<file path="src/rtl/trim_defs.svh">
// constants for the converter trim register bank
// assumes APB byte addressing, one 32-bit word per register index
`ifndef TRIM_DEFS_SVH
`define TRIM_DEFS_SVH

// printed register indices; byte address is four times the index
`define TRIM_IDX_OFS_IN_A   12'h34C
`define TRIM_IDX_OFS_IN_B   12'h34E
`define TRIM_IDX_GAIN_A0    12'h350
`define TRIM_IDX_GAIN_A1    12'h351
`define TRIM_ADDR_SHIFT     2

`define TRIM_NREGS          4
// the first two indices are the 16-bit offset registers
`define TRIM_NUM_OFS        2
`define TRIM_SEL_OFS_IN_A   4'h1
`define TRIM_SEL_OFS_IN_B   4'h2
`define TRIM_SEL_GAIN_A0    4'h4
`define TRIM_SEL_GAIN_A1    4'h8
`define TRIM_SEL_NONE       4'h0

// implemented bits per register, reserved bits included
`define TRIM_MASK_OFS       16'hFFFF
`define TRIM_MASK_GAIN      16'h00FF
`define TRIM_RESET_VAL      16'h0000

// field positions
`define TRIM_OFS_MSB        11
`define TRIM_GAIN_MSB       4

`define TRIM_ZERO_WORD      32'h0000_0000
`endif

</file>
<file path="src/rtl/trim_pkg.sv">
// types shared by the trim register bank
// assumes trim_defs.svh is on the include path
`include "trim_defs.svh"

package trim_pkg;

  typedef logic [15:0] trim_word_t;

  typedef struct packed {
    logic [11:0] paddr;
    logic        pwrite;
    logic [31:0] pwdata;
  } apb_req_s;

  typedef struct packed {
    logic [11:0] b_offset;
    logic        b_offset_on;
    logic [4:0]  a_bank0_gain;
    logic [4:0]  a_bank1_gain;
    logic        a_gain_on;
  } trim_out_s;

  typedef enum logic [2:0] {
    ST_FUSE = 3'b001,
    ST_IDLE = 3'b010,
    ST_RESP = 3'b100
  } bank_state_e;

endpackage

</file>
<file path="src/rtl/adc_offset_gain_trim_regs.sv">
// trim register bank: B-core offsets per input, A-core dual mode fine gains
// assumes an APB master on i_clk, and a fuse reader and mode controls on i_clk
//
// Operation
// - B core sampling input A gets 12-bit offset, bits 11:0, when foreground cal on.
// - B core sampling input B gets its own 12-bit offset, any channel mode.
// - both B-core offset defaults load from fuse memory, not a constant.
// - A core bank 0 uses 5-bit fine gain, bits 4:0, in dual mode.
// - A core bank 1 uses its own 5-bit fine gain in dual mode.
`timescale 1ns/1ps
`include "trim_defs.svh"

module adc_offset_gain_trim_regs
  import trim_pkg::*;
(
  input  wire logic        i_clk,
  input  wire logic        i_arst_n,
  input  wire logic        i_ce,
  // apb slave
  input  wire logic        i_psel,
  input  wire logic        i_penable,
  input  wire apb_req_s    i_req,
  output logic             o_pready,
  output logic [31:0]      o_prdata,
  output logic             o_pslverr,
  // fuse defaults
  input  wire logic        i_fuse_valid,
  input  wire trim_word_t  i_fuse_ofs_in_a,
  input  wire trim_word_t  i_fuse_ofs_in_b,
  input  wire trim_word_t  i_fuse_gain_a0,
  input  wire trim_word_t  i_fuse_gain_a1,
  // operating mode
  input  wire logic        i_fg_cal_en,
  input  wire logic        i_dual_mode,
  input  wire logic        i_b_samples_input_b,
  output trim_out_s        o_trim,
  output logic             o_fuse_loaded
);

  bank_state_e        state_r;
  bank_state_e        state_nxt;
  trim_word_t         regs_r [`TRIM_NREGS];
  trim_word_t         fuse_w [`TRIM_NREGS];
  logic [3:0]         sel;
  logic               access;
  logic               wr_commit;
  logic               load_fuse;
  logic [31:0]        rd_nxt;
  logic [11:0]        b_offset_r;
  logic               b_offset_on_r;
  logic [4:0]         a_bank0_gain_r;
  logic [4:0]         a_bank1_gain_r;
  logic               a_gain_on_r;

  // one-hot register select from a byte address; also used for read mux
  function automatic logic [3:0] decode(input logic [11:0] addr);
    logic [11:0] idx;
    idx = addr >> `TRIM_ADDR_SHIFT;
    if (addr[`TRIM_ADDR_SHIFT-1:0] != 2'b00) begin
      decode = `TRIM_SEL_NONE;
    end else begin
      case (idx)
        `TRIM_IDX_OFS_IN_A: decode = `TRIM_SEL_OFS_IN_A;
        `TRIM_IDX_OFS_IN_B: decode = `TRIM_SEL_OFS_IN_B;
        `TRIM_IDX_GAIN_A0:  decode = `TRIM_SEL_GAIN_A0;
        `TRIM_IDX_GAIN_A1:  decode = `TRIM_SEL_GAIN_A1;
        default:            decode = `TRIM_SEL_NONE;
      endcase
    end
  endfunction

  function automatic trim_word_t reg_mask(input int unsigned n);
    if (n < `TRIM_NUM_OFS) begin
      reg_mask = `TRIM_MASK_OFS;
    end else begin
      reg_mask = `TRIM_MASK_GAIN;
    end
  endfunction

  assign fuse_w[0] = i_fuse_ofs_in_a;
  assign fuse_w[1] = i_fuse_ofs_in_b;
  assign fuse_w[2] = i_fuse_gain_a0;
  assign fuse_w[3] = i_fuse_gain_a1;

  assign sel       = decode(i_req.paddr);
  assign access    = i_psel && i_penable;
  assign load_fuse = (state_r == ST_FUSE) && i_fuse_valid;
  // a write lands only at the edge where pready is seen high
  assign wr_commit = (state_r == ST_RESP) && access && i_req.pwrite;

  // ---------------------------------------------------------------
  // sequencing: the bus is stalled until fuse defaults have landed,
  // so software never reads a trim value that is still zero
  // ---------------------------------------------------------------
  always_comb begin
    state_nxt = state_r;
    case (state_r)
      ST_FUSE: begin
        if (i_fuse_valid) begin
          state_nxt = ST_IDLE;
        end
      end
      ST_IDLE: begin
        if (access) begin
          state_nxt = ST_RESP;
        end
      end
      ST_RESP: begin
        state_nxt = ST_IDLE;
      end
      default: begin
        state_nxt = ST_FUSE;
      end
    endcase
  end

  always_ff @(posedge i_clk or negedge i_arst_n) begin
    if (!i_arst_n) begin
      state_r <= ST_FUSE;
    end else if (i_ce) begin
      state_r <= state_nxt;
    end
  end

  always_ff @(posedge i_clk or negedge i_arst_n) begin
    if (!i_arst_n) begin
      o_fuse_loaded <= 1'b0;
    end else if (i_ce && load_fuse) begin
      o_fuse_loaded <= 1'b1;
    end
  end

  // ---------------------------------------------------------------
  // storage; reserved bits inside the register mask are read/write like the data bits, those above it read zero
  // ---------------------------------------------------------------
  genvar g;
  generate
    for (g = 0; g < `TRIM_NREGS; g++) begin : g_reg
      always_ff @(posedge i_clk or negedge i_arst_n) begin
        if (!i_arst_n) begin
          regs_r[g] <= `TRIM_RESET_VAL;
        end else if (i_ce) begin
          if (load_fuse) begin
            regs_r[g] <= fuse_w[g] & reg_mask(g);
          end else if (wr_commit && sel[g]) begin
            regs_r[g] <= i_req.pwdata[15:0] & reg_mask(g);
          end
        end
      end
    end
  endgenerate

  // ---------------------------------------------------------------
  // apb answer: one wait state, read data captured with pready
  // ---------------------------------------------------------------
  always_comb begin
    rd_nxt = `TRIM_ZERO_WORD;
    for (int n = 0; n < `TRIM_NREGS; n++) begin
      if (sel[n]) begin
        rd_nxt = {16'h0000, regs_r[n]};
      end
    end
  end

  always_ff @(posedge i_clk or negedge i_arst_n) begin
    if (!i_arst_n) begin
      o_pready <= 1'b0;
    end else if (i_ce) begin
      o_pready <= (state_r == ST_IDLE) && access;
    end
  end

  always_ff @(posedge i_clk or negedge i_arst_n) begin
    if (!i_arst_n) begin
      o_prdata  <= `TRIM_ZERO_WORD;
      o_pslverr <= 1'b0;
    end else if (i_ce) begin
      if ((state_r == ST_IDLE) && access) begin
        o_prdata  <= i_req.pwrite ? `TRIM_ZERO_WORD : rd_nxt;
        o_pslverr <= (sel == `TRIM_SEL_NONE);
      end else begin
        o_prdata  <= `TRIM_ZERO_WORD;
        o_pslverr <= 1'b0;
      end
    end
  end

  // ---------------------------------------------------------------
  // corrections to the cores; zero while not applicable so a stale
  // trim never leaks into uncalibrated sampling
  // ---------------------------------------------------------------
  always_ff @(posedge i_clk or negedge i_arst_n) begin
    if (!i_arst_n) begin
      b_offset_r    <= 12'h000;
      b_offset_on_r <= 1'b0;
    end else if (i_ce) begin
      b_offset_on_r <= i_fg_cal_en;
      if (!i_fg_cal_en) begin
        b_offset_r <= 12'h000;
      end else if (i_b_samples_input_b) begin
        b_offset_r <= regs_r[1][`TRIM_OFS_MSB:0];
      end else begin
        b_offset_r <= regs_r[0][`TRIM_OFS_MSB:0];
      end
    end
  end

  // gains follow the channel mode; single channel gains live elsewhere
  always_ff @(posedge i_clk or negedge i_arst_n) begin
    if (!i_arst_n) begin
      a_bank0_gain_r <= 5'h00;
      a_bank1_gain_r <= 5'h00;
      a_gain_on_r    <= 1'b0;
    end else if (i_ce) begin
      a_gain_on_r <= i_fg_cal_en && i_dual_mode;
      if (i_fg_cal_en && i_dual_mode) begin
        a_bank0_gain_r <= regs_r[2][`TRIM_GAIN_MSB:0];
        a_bank1_gain_r <= regs_r[3][`TRIM_GAIN_MSB:0];
      end else begin
        a_bank0_gain_r <= 5'h00;
        a_bank1_gain_r <= 5'h00;
      end
    end
  end

  // fields live in separate flops so each process owns its own variables;
  // the struct is only wiring, so the outputs still come from flops
  assign o_trim = '{b_offset:     b_offset_r,
                    b_offset_on:  b_offset_on_r,
                    a_bank0_gain: a_bank0_gain_r,
                    a_bank1_gain: a_bank1_gain_r,
                    a_gain_on:    a_gain_on_r};

endmodule // adc_offset_gain_trim_regs

</file>
<file path="config.mk">
export PLATFORM = sky130hd
export DESIGN_NAME = adc_offset_gain_trim_regs
export DESIGN_NICKNAME = d
export VERILOG_FILES = /design/src/rtl/trim_pkg.sv /design/src/rtl/adc_offset_gain_trim_regs.sv
export VERILOG_INCLUDE_DIRS = /design/src /design/src/rtl
export SDC_FILE = /design/constraint.sdc
export NUM_CORES = 1
export LEC_CHECK = 0
export BUFFER_PORTS_ARGS = -buffer_cell sky130_fd_sc_hd__buf_4
export CORE_MARGIN = 2
export CORE_UTILIZATION = 35
export CTS_CLUSTER_DIAMETER = 30
export DETAILED_ROUTE_END_ITERATION = 10
export GPL_TIMING_DRIVEN = 0
export HOLD_SLACK_MARGIN = 0.1
export MAX_ROUTING_LAYER = met4
export PLACE_DENSITY_LB_ADDON = 0.1
export SYNTH_ARGS = -nofsm -noshare
export SYNTH_HDL_FRONTEND = slang
export SYNTH_SLANG_ARGS = --single-unit
</file>
<file path="constraint.sdc">
create_clock -name i_clk -period 4 [get_ports i_clk]
set_input_delay 0.8 -clock i_clk [delete_from_list [all_inputs] [get_ports i_clk]]
set_output_delay 0.8 -clock i_clk [all_outputs]
set_load 0.005 [all_outputs]
</file>
# ---- Word level (Yosys, flattened, before mapping)
# Index checks and enable logic that the tools add are counted.
dict set report word_totals {
  ff_bits 126
  in_bits 118
  wordCells 69
}
dict set report op_classes {
  eq_ne 9
  mux 24
  reduce_logical 22
}
# op n
set ops {}
lappend ops {{$mux 32} 5}
lappend ops {{$mux 16} 9}
lappend ops {{$eq 10x10->1 const B} 4}
lappend ops {{$mux 12} 2}
lappend ops {{$pmux 4 s4} 1}
lappend ops {{$logic_and 1x1->1} 11}
lappend ops {{$mux 5} 2}
lappend ops {{$reduce_bool 2->1} 5}
lappend ops {{$pmux 3 s3} 1}
lappend ops {{$reduce_and 2->1} 4}
lappend ops {{$mux 3} 2}
lappend ops {{$logic_not 4->1} 1}
lappend ops {{$mux 4} 1}
lappend ops {{$ne 2x2->1 const B} 2}
lappend ops {{$eq 3x1->1 const B} 1}
lappend ops {{$eq 3x2->1 const B} 1}
lappend ops {{$eq 3x3->1 const B} 1}
lappend ops {{$reduce_and 3->1} 1}
lappend ops {{$mux 1} 1}

# ---- Depth between registers and ports, before layout
# Gate-level depths: netlist (run 1).
dict set report depth {
  word_depth 9
  ltp_mapped 6
  mapped_depth_nobuf 4
}

# ---- Least setup slack after synthesis (run 1)
# Ideal clock, no wire load.
dict set report synth_timing {
  path_type {input to register}
  start {input i_req[39] (netlist bit)}
  end {register regs_r[38] (netlist bit)}
  setup_ns 0.125
  t_arrival_ns 2.490
  required_ns 3.875
  setup_slack_ns 1.386
  path_stages 5
  cell_sequence {or4b_4 or2_4 o31ai_4 buf_8 mux2_2}
}
dict set report synth_via {
  elab_chain_len 6
  word_cells_on_any_way 9
  classes_between {eq/ne (4); mux (2); reduce/logical (3)}
}
# item line
set synth_lines {}
lappend synth_lines {{start, declared} adc_offset_gain_trim_regs.sv:22} ;# input wire apb_req_s i_req,
lappend synth_lines {{$eq 10x10->1} adc_offset_gain_trim_regs.sv:62} ;# case (idx)
lappend synth_lines {{$pmux 4 s4 (*)} adc_offset_gain_trim_regs.sv:62}
lappend synth_lines {{$mux 4 (*)} adc_offset_gain_trim_regs.sv:59} ;# if (addr[`TRIM_ADDR_SHIFT-1:0] != 2'b00) begin
lappend synth_lines {{$logic_and 1x1->1 (*)} adc_offset_gain_trim_regs.sv:145} ;# end else if (wr_commit && sel[g]) begin
lappend synth_lines {{$reduce_bool 2->1 (no source line) (*)} -}
lappend synth_lines {{$reduce_and 2->1 (no source line) (*)} -}
lappend synth_lines {{end signal, assigned by index} adc_offset_gain_trim_regs.sv:141} ;# regs_r[g] <= `TRIM_RESET_VAL;
lappend synth_lines {{end signal, assigned by index} adc_offset_gain_trim_regs.sv:144} ;# regs_r[g] <= fuse_w[g] & reg_mask(g);
lappend synth_lines {{end signal, assigned by index} adc_offset_gain_trim_regs.sv:146} ;# regs_r[g] <= i_req.pwdata[15:0] & reg_mask(g);
lappend synth_lines {{end, declared} adc_offset_gain_trim_regs.sv:42} ;# trim_word_t regs_r [`TRIM_NREGS];
# Every way passes the cells marked *; elsewhere a longest branch is shown, timed or not.
# A chain may end at the register's enable or synchronous reset.

# ---- Worst setup path in the final report (run 1)
dict set report layout_timing {
  start {input i_req[39] (netlist bit)}
  end {register regs_r[42] (netlist bit)}
}
# The elaborated chain is that of the path after synthesis.

==> impl_metrics.tcl, run 1 <==
set metrics [dict create \
    detail_route.first_pass.iterations 4 \
    crit-reg2reg-capture "regs_r[3]" \
    synth_most_common_cell "sky130_fd_sc_hd__mux2_2" \
    clock_latency_ns 0.35 \
    grt_usage_pct 19.9 \
    routed_wire_length_per_instance_um 19.3 \
    core_mm2 0.0133 \
    cts_max_level 3 \
    hold_buffers 0 \
    critical_path_required_ns 4.23 \
    ys_seq_area_share_pct 48.7 \
    placement_rows 42 \
    netlist_instances 373 \
    max_freq_ghz 0.379 \
    layout.nets 645 \
    initial_utilization_pct 36.2 \
    drcViolationCount 0 \
    avgSynthCellArea_um2 13.0 \
    setup.worst_path.start_class "primary input" \
    yosys.cell_types.count 42 \
    largest_net_degree_at_the_start_of_global_routing 95 \
    pre_cts_slack_ns 1.00 \
    synth_top_cells_by_area "sky130_fd_sc_hd__dfrtp_1 48%, sky130_fd_sc_hd__mux2_2 24%, sky130_fd_sc_hd__o2bb2ai_1 5.3%" \
    boundaryPins 177 \
    cts_buffers 9 \
    critPathMaxFanout 10 \
    vdd.ir_drop.worst_uv 209 \
    hold_path.class "in -> async" \
    clock_path_buffers 2 \
    cp_num_buf_inv 2 \
    critPathCaptureType "register" \
    post_cts.resized_instances 0 \
    timing_worst_slew_pin_value_ns 0.968 \
    critical_path.max_stage_delay_ns 0.57 \
    antennaDiodeCount 0 \
    cpLargestDelayFamily "simple AND/OR/NAND/NOR gates" \
    place_congestion 0.792 \
    regToRegStartpoint "state_r[0]" \
    setup.reg_to_reg.worst_slack_ns 1.39 \
    port_buffers 127 \
    cts_setup_buffers 0 \
    period_minus_slack_ns 2.64 \
    synthArstFlopShare_pct 100 \
    fp.dieArea_mm2 0.0148 \
    yosys-top-cells-count "102 x sky130_fd_sc_hd__mux2_2, 93 x sky130_fd_sc_hd__dfrtp_1, 29 x sky130_fd_sc_hd__o2bb2ai_1" \
    area.growth.synth_to_final_pct 31.8 \
    synth_seq_cells 94 \
    num_vias 3569 \
    timing.critical_path.cells "buf_4 > or4b_4 > or2_4 > o31ai_4 > buf_8 > mux2_2" \
    netlist.top_cell.by_area "sky130_fd_sc_hd__dfrtp_1" \
    syn_area_mm2 0.00484 \
    root_buffer "sky130_fd_sc_hd__clkbuf_16" \
    max_cap_viol_count 0 \
    post-synth-top-area-fraction_pct 48.1 \
    setup_repair_after_global_routing_missed_its_margin "no" \
    hold_violations 0 \
    final_layout_size_suffix_gt1_share_pct 52.1 \
    leakagePower_nw 2.93 \
    post-place-cells 691 \
    grt_total_ovfl 0 \
    clkSinkCount 94 \
    die-height_um 122 \
    timing.final.max_slew_violations 0 \
    timing.critical_path.slowest_stage_cell "sky130_fd_sc_hd__or4b_4" \
    setup.worst_path.class "in -> reg" \
    instances_no_fill 708 \
    fin_crit_sh_pct 65.9 \
    skew_ns 0.00306 \
    setup_total_negative_slack_ns 0 \
    pwr_density_cell_mw_per_mm2 533 \
    yosys_warnings 0 \
    slew_headroom_pct 35.1 \
    place.detailed.hpwl_mm 9.84 \
    ff2ff_path_depth 5 \
    first_global_vias 3717 \
    outcome "finished, final reports clean" \
    vias_per_cell 5.04 \
    grt_pass1_wl_mm 21.0 \
    synth-edff-count 0 \
    die_w_um 122 \
    totalWireLength_mm 13.7 \
    synthFlopType "sky130_fd_sc_hd__dfrtp_1" \
    drt_iter0_drc 127 \
    cts_tree "done" \
    path_clk_slew_ns 0.06 \
    initial_antenna_violation_count 0 \
    finalWorstSetupSlack_ns 1.36 \
    antenna_violating_nets_post_route 0 \
    crit_arrival_ns 2.87 \
    setup-violations-final 0 \
]
layout make-up:
class                   count  area, um2
plain buffers              37        224
fillers                  1262       6970
flip-flops and latches     94       2350
repair buffers            128        981
clock inverters             5       50.0
well taps                 176        220
multi-input cells         252       2300
inverters                   5       18.8
clock buffers              11        233
cells in the final DEF, fill, tap and decap left out, drive strengths merged, types with 2 or more instances in the layout:
master,instances
mux2,102
nor2b,3
inv,5
o21ai,12
conb,16
o31ai,3
o22a,2
clkbuf,23
nand2,8
and3b,2
a21oi,4
clkinv,4
a22oi,6
nand2b,3
nor3,2
nand4,2
nor2,2
and4,2
nand3,3
a22o,10
or3,6
mux2i,22
o2bb2ai,29
dfrtp,93
buf,153
layer usage:
layer / share of wire [%] / global-route usage [%]
met1: 45 / 26.3
met2: 48 / 30.8
met3: 5.0 / 3.51
met4: 1.8 / 7.54
met5: 0 / -
worst register-to-register path, delay by kind of cell (launching register included):
family,cells,cell delay [ns]
flip-flops,1,0.58
AND/OR/NAND/NOR,1,0.24
multiplexers,2,0.69
buffers and inverters,2,0.99
registers in the layout, indices dropped and copies added, names as in the netlist:
register,cells
a_bank0_gain_r,5
state_r,3
a_bank1_gain_r,5
o_prdata,16
b_offset_on_r,1
a_gain_on_r,1
o_pslverr,1
b_offset_r,12
regs_r,48
o_pready,1
o_fuse_loaded,1
where the power goes:
| part | internal, mW | total, mW | switching [mW] |
|---|---|---|---|
| combinational | 0.636 | 1.08 | 0.443 |
| clock | 0.481 | 0.843 | 0.362 |
| sequential | 1.27 | 1.48 | 0.210 |
| total | 2.38 | 3.40 | 1.02 |
how the worst max path moves through the flow:
| stage | from | end | slack (ns) | cells after the start |
|---|---|---|---|---|
| 3_3_place_gp | i_req[36] | regs_r[18] | 0.98 | 5 |
| 6_report | i_req[39] | regs_r[42] | 1.36 | 6 |
| 5_1_grt | state_r[0] | regs_r[0] | 1.26 | 5 |
| 3_5_place_dp | i_req[39] | regs_r[42] | 1.00 | 6 |
| 4_1_cts | state_r[0] | regs_r[3] | 1.35 | 5 |
| 2_1_floorplan | i_req[39] | regs_r[38] | 1.39 | 5 |
stage by stage:
stage	util, %	instance area (um2)	hold WS (ns)	total power [mW]
after floorplan	-	4890	0.455	2.16
after global placement	45.5	6070	0.460	2.55
after detailed placement	45.5	6070	0.454	2.58
after CTS	47.6	6350	0.473	3.44
after global routing	47.8	6380	0.482	3.60
final	47.8	6380	0.432	3.40
logic make-up (layout without fill, tap and decap cells):
family,count (synthesis),after routing,synth area share (%)
buf+inv,42,186,5.02
compound gates,70,70,12.1
simple gates,42,42,5.90
flops,94,94,48.7
mux,124,124,28.3
other cells,1,16,0.0775
(Power assumes the default switching activity.)
==> run 2: changes to the inputs <==
ABC_AREA = 1   (was not set)
clock period = 2.6 ns   (was 4 ns; I/O delays follow)
==> impl_metrics.tcl, run 2 <==
set metrics [dict create \
    first_global_vias 4680 \
    netlist_instances 699 \
    antenna_violating_nets_post_route 0 \
    synth_top_cells_by_area "sky130_fd_sc_hd__dfrtp_1 44%, sky130_fd_sc_hd__nand2_1 14%, sky130_fd_sc_hd__o21ai_0 9.5%" \
    final_layout_size_suffix_gt1_share_pct 26.8 \
    root_buffer "sky130_fd_sc_hd__clkbuf_16" \
    setup.worst_path.start_class "register" \
    hold_path.class "in -> async" \
    largestRegisters "regs_r x48, o_prdata x16, b_offset_r x12" \
    crit_path_start "state_r[0]" \
    swShare_pct 34.8 \
    crit-reg2reg-capture "regs_r[51]" \
    timing.critical_path.cells "inv_2 > nor2_2 > nand3_2 > buf_2 > nand2_1 > o21ai_0 > nand2_1 > o21ai_0" \
    totalWireLength_mm 15.5 \
    post_synth_xor_area_fraction_pct 0 \
    path_clk_slew_ns 0.07 \
    fp.dieArea_mm2 0.0161 \
    seq_power_share_pct 40.7 \
    slew_headroom_pct 19.5 \
    yosys.cell_types.count 27 \
    cpLargestDelayFamily "simple AND/OR/NAND/NOR gates" \
    yosys_warnings 0 \
    ys_seq_area_share_pct 44.5 \
    synth_compound_gate_area_share_pct 15.3 \
    synthFlopType "sky130_fd_sc_hd__dfrtp_1" \
    synth_most_common_cell "sky130_fd_sc_hd__nand2_1" \
    regToRegStartpoint "state_r[0]" \
    initial_antenna_violation_count 0 \
    synthArstFlopShare_pct 100 \
    detail_route.first_pass.iterations 5 \
    drcViolationCount 0 \
    timing.critical_path.slowest_stage_cell "sky130_fd_sc_hd__dfstp_2" \
    timing.final.max_slew_violations 0 \
    synth_seq_cells 94 \
    power_frac_clock_pct 26.9 \
    critPathMaxFanout 10 \
    grt_usage_pct 20.2 \
    placement_rows 44 \
    hold_buffers 0 \
    drt_iter0_drc 295 \
    yosys-mux-area-fraction_pct 0 \
    critPathCaptureType "register" \
    synth_top_family_by_area "simple AND/OR/NAND/NOR gates" \
    routed_wire_length_per_instance_um 14.8 \
    num_vias 4871 \
    place.detailed.hpwl_mm 12.3 \
    core_mm2 0.0146 \
    crit_arrival_ns 2.18 \
    period_minus_slack_ns 1.97 \
    grt_pass1_wl_mm 24.5 \
    layout.nets 971 \
    cts_tree "done" \
    max_flop_register "regs_r" \
    ff2ff_path_depth 8 \
    outcome "finished, final reports clean" \
    synth-edff-count 0 \
    grt_total_ovfl 0 \
    boundaryPins 177 \
    cp_num_buf_inv 2 \
    cts_buffers 9 \
    die-height_um 127 \
    post_cts.resized_instances 0 \
    clkSinkCount 94 \
    syn_area_mm2 0.00528 \
    cts_setup_buffers 0 \
    area_share_of_fa_ha_maj_cells_after_synthesis_pct 0 \
    critical_path_required_ns 2.82 \
    netlist.top_cell.by_area "sky130_fd_sc_hd__dfrtp_1" \
    setup_repair_after_global_routing_missed_its_margin "no" \
    post-synth-top-area-fraction_pct 44.0 \
    vias_per_cell 4.67 \
    vdd.ir_drop.worst_uv 325 \
    antennaDiodeCount 0 \
    place_congestion 0.917 \
    setup-violations-final 0 \
    final_common_cell "sky130_fd_sc_hd__nand2_1" \
    area.growth.synth_to_final_pct 29.6 \
    setup.reg_to_reg.worst_slack_ns 0.63 \
    internal_dissipation_mw 3.37 \
    max_cap_viol_count 0 \
    skew_ns 0.00430 \
    leakagePower_nw 3.79 \
    timing_worst_slew_pin_value_ns 1.21 \
    avgSynthCellArea_um2 7.56 \
    setup_total_negative_slack_ns 0 \
    cts_max_level 3 \
    clock_path_buffers 2 \
    post-route-util_pct 46.8 \
    largest_register_ffs 48 \
    yosys-top-cells-count "196 x sky130_fd_sc_hd__nand2_1, 108 x sky130_fd_sc_hd__inv_1, 100 x sky130_fd_sc_hd__o21ai_0" \
    switching_power_mw 1.80 \
    max_freq_ghz 0.508 \
    hold_violations 0 \
    port_buffers 128 \
    die_w_um 127 \
    yosys.area_share.simple_pct 25.9 \
    most_frequent_cells_in_the_layout "196 x sky130_fd_sc_hd__nand2_1, 146 x sky130_fd_sc_hd__buf_4, 108 x sky130_fd_sc_hd__inv_1" \
    largest_net_degree_at_the_start_of_global_routing 95 \
    setup.worst_path.class "reg -> reg" \
    fin_crit_sh_pct 75.7 \
    clock_latency_ns 0.34 \
    initial_utilization_pct 36.1 \
    combinationalPowerShare_pct 32.4 \
    pwr_density_cell_mw_per_mm2 754 \
    critical_path.max_stage_delay_ns 0.53 \
]
-- run 2: worst max path at each step --
stage	endpoint	slack, ns	depth (start not counted)
after global routing	regs_r[51]	0.50	8
final	regs_r[51]	0.63	8
after detailed placement	regs_r[18]	0.64	10
after global placement	regs_r[16]	0.66	10
after floorplan	regs_r[16]	1.03	9
after CTS	regs_r[52]	0.64	8
-- run 2: layer usage --
metal | wire length, um | track usage [%] | vias to the layer above
li1 | - | - | 2459
met1 | 7870 | 30.9 | 2221
met2 | 6450 | 27.3 | 170
met3 | 847 | 3.21 | 21
met4 | 281 | 5.69 | 0
met5 | 0 | - | -
-- run 2: worst reg2reg max path, delay by kind of cell, from the launching register on --
kind                   cells  cell delay [ns]
and+or+nand+nor            4             0.75
AOI/OAI and AO/OA          2             0.22
DFF                        1             0.53
buffers and inverters      2             0.35
-- run 2: through the flow --
step	hold slack, ns	total power, mW	setup slack, ns	instance area, um2	cells
finish	0.405	5.17	0.632	6850	1042
global route	0.493	5.52	0.501	6850	1042
floorplan	0.224	3.12	1.03	5340	714
CTS	0.478	5.20	0.644	6850	1042
global placement	0.471	3.73	0.664	6530	1026
detailed placement	0.460	3.79	0.638	6530	1026
-- run 2: kinds of logic after synthesis --
| group | after synthesis |
|---|---|
| flip-flops | 94 |
| buffers and inverters | 159 |
| other | 1 |
| AO/OA/AOI/OAI | 150 |
| AND/OR/NAND/NOR | 295 |
-- run 2: power by group through the flow --
stage	registers (mW)	clock network (mW)	logic [mW]
after floorplan	2.09	0	1.03
after global placement	2.12	0	1.62
after detailed placement	2.13	0	1.66
after CTS	2.10	1.42	1.67
after global routing	2.15	1.49	1.88
final	2.10	1.39	1.67
-- run 2: final cells by class --
type | count | area [um2]
fill | 1523 | 7790
clock inverter | 4 | 52.6
clock buffer | 12 | 267
timing repair buffer | 128 | 961
multi-input combinational | 461 | 2240
inverter | 117 | 439
sequential | 94 | 2350
buffer | 42 | 307
tap | 184 | 230
==> run 3: changes to the inputs <==
ABC_AREA = 0   (was 1)
clock period = 1.86 ns   (was 2.6 ns; I/O delays follow)
==> impl_metrics.tcl, run 3 (synthesis gave the netlist of run 1 again) <==
set metrics [dict create \
    area.growth.synth_to_final_pct 42.8 \
    most_frequent_cells_in_the_layout "155 x sky130_fd_sc_hd__buf_4, 93 x sky130_fd_sc_hd__dfrtp_1, 60 x sky130_fd_sc_hd__mux2_2" \
    period_minus_slack_ns 1.91 \
    skew_ns 0.00991 \
    antenna_violating_nets_post_route 0 \
    die_w_um 122 \
    crit_arrival_ns 2.14 \
    grt_total_ovfl 0 \
    drt_iter0_drc 219 \
    final_common_cell "sky130_fd_sc_hd__buf_4" \
    layout_fillers 1242 \
    postPlaceCellArea_mm2 0.00614 \
    num_vias 3717 \
    critPathCaptureType "register" \
    leakagePower_nw 3.26 \
    critPathMaxFanout 5 \
    initial_utilization_pct 36.2 \
    cts_buffers 9 \
    vias_per_cell 5.11 \
    setup_total_negative_slack_ns -0.593 \
    routed_wire_length_per_instance_um 19.9 \
    violated_checks "negative setup slack" \
    final_layout_size_suffix_gt1_share_pct 56.9 \
    placement_rows 42 \
    largestRegisters "regs_r x48, o_prdata x16, b_offset_r x12" \
    core_mm2 0.0133 \
    hold_path.class "in -> async" \
    largest_register_ffs 48 \
    hold_buffers 0 \
    critical_path_required_ns 2.09 \
    totalWireLength_mm 14.5 \
    first_global_vias 3750 \
    routed-wl-met2_mm 6.87 \
    place_congestion 0.807 \
    setup_repair_after_global_routing_missed_its_margin "yes" \
    met1_length_mm 6.71 \
    path_clk_slew_ns 0.06 \
    critical_path.max_stage_delay_ns 0.57 \
    grt_pass1_wl_mm 20.9 \
    boundaryPins 177 \
    setup.worst_path.start_class "primary input" \
    root_buffer "sky130_fd_sc_hd__clkbuf_16" \
    finalWorstSetupSlack_ns -0.0531 \
    totalPowerFinal_mw 8.08 \
    clock_latency_ns 0.35 \
    place.detailed.hpwl_mm 9.80 \
    timing_worst_slew_pin_value_ns 1.20 \
    max_freq_ghz 0.523 \
    setup.worst_path.class "in -> reg" \
    outcome "complete, but fails checks" \
    pwr_density_cell_mw_per_mm2 1170 \
    hold_violations 0 \
    setup-violations-final 16 \
    timing.critical_path.slowest_stage_cell "sky130_fd_sc_hd__or4b_4" \
    drcViolationCount 0 \
    clkSinkCount 94 \
    grt_usage_pct 19.7 \
    vdd.ir_drop.worst_uv 486 \
    max_flop_register "regs_r" \
    highest-signal-layer "met4" \
    timing.critical_path.cells "buf_6 > or4b_4 > or2_4 > o31ai_4 > buf_12 > buf_8 > mux2_4" \
    timing.final.max_slew_violations 0 \
    die-height_um 122 \
    cts_tree "done" \
    cts_max_level 3 \
    fin_crit_sh_pct 103 \
    antennaDiodeCount 0 \
    initial_antenna_violation_count 0 \
    fp.dieArea_mm2 0.0148 \
    max_cap_viol_count 0 \
    clock_path_buffers 2 \
    detail_route.first_pass.iterations 4 \
    largest_net_degree_at_the_start_of_global_routing 95 \
    slew_headroom_pct 20.2 \
    met3WireLength_um 675 \
    layout.nets 665 \
    port_buffers 127 \
    postLayoutCellArea_mm2 0.00691 \
]
[run 3: power by group]
group | switching, mW | internal, mW | total (mW) | leakage (nW)
clock network | 0.775 | 0.979 | 1.75 | 0.140
logic | 1.11 | 1.99 | 3.10 | 1.93
registers | 0.497 | 2.73 | 3.22 | 1.18
total | 2.38 | 5.70 | 8.08 | 3.26
[run 3: layout make-up]
type,instances,area [um2],share of cell area [%]
plain buffers,36,295,4.27
well taps,176,220,3.19
inverters,5,18.8,0.272
flip-flops and latches,94,2350,34.1
repair buffers,149,1240,18.0
clock buffers,13,260,3.77
multi-input cells,252,2500,36.2
clock inverters,3,18.8,0.272
[run 3: what timing repair did]
item / CTS / global route
hold endpoints to repair: 0 / 0
gates cloned: 2 / 3
endpoints found under the setup margin: 56 / 56
gates resized for setup: 32 / 40
buffers inserted: 10 / 7
pin swaps: 7 / 4
[run 3: metal layers]
metal	track usage [%]	vias up
met3	2.62	16
li1	-	1731
met2	30.6	119
met1	26.8	1851
met5	-	-
met4	6.25	0
[run 3: per-stage QoR]
stage,hold WS [ns],util [%],instances,setup WS [ns]
floorplan,0.0764,-,388,-0.282
global placement,0.464,46.0,691,-0.647
detailed placement,0.468,46.0,691,-0.651
CTS,0.326,50.0,719,-0.0857
global route,0.362,51.8,728,-0.0910
finish,0.279,51.8,728,-0.0531
[run 3: critical path: cells and delay by family]
family	cells	cell delay (ns)
AND/OR/NAND/NOR	2	0.84
buffers and inverters	3	0.39
AO/OA/AOI/OAI	1	0.22
multiplexers	1	0.30
[run 3: path summary, 6_finish.rpt]
check                                    end     startpoint  slack, ns  cells after the start
max                               regs_r[45]      i_req[33]      -0.05                      7
min                             o_prdata[13]       i_arst_n       0.28                      1
max reg2reg                       regs_r[45]     state_r[1]      -0.04                      6
min reg2reg                    o_fuse_loaded  o_fuse_loaded       0.47                      1
max in group asynchronous  a_bank0_gain_r[3]       i_arst_n       0.83                      1
min in group i_clk                state_r[0]   i_fuse_valid       0.35                      4
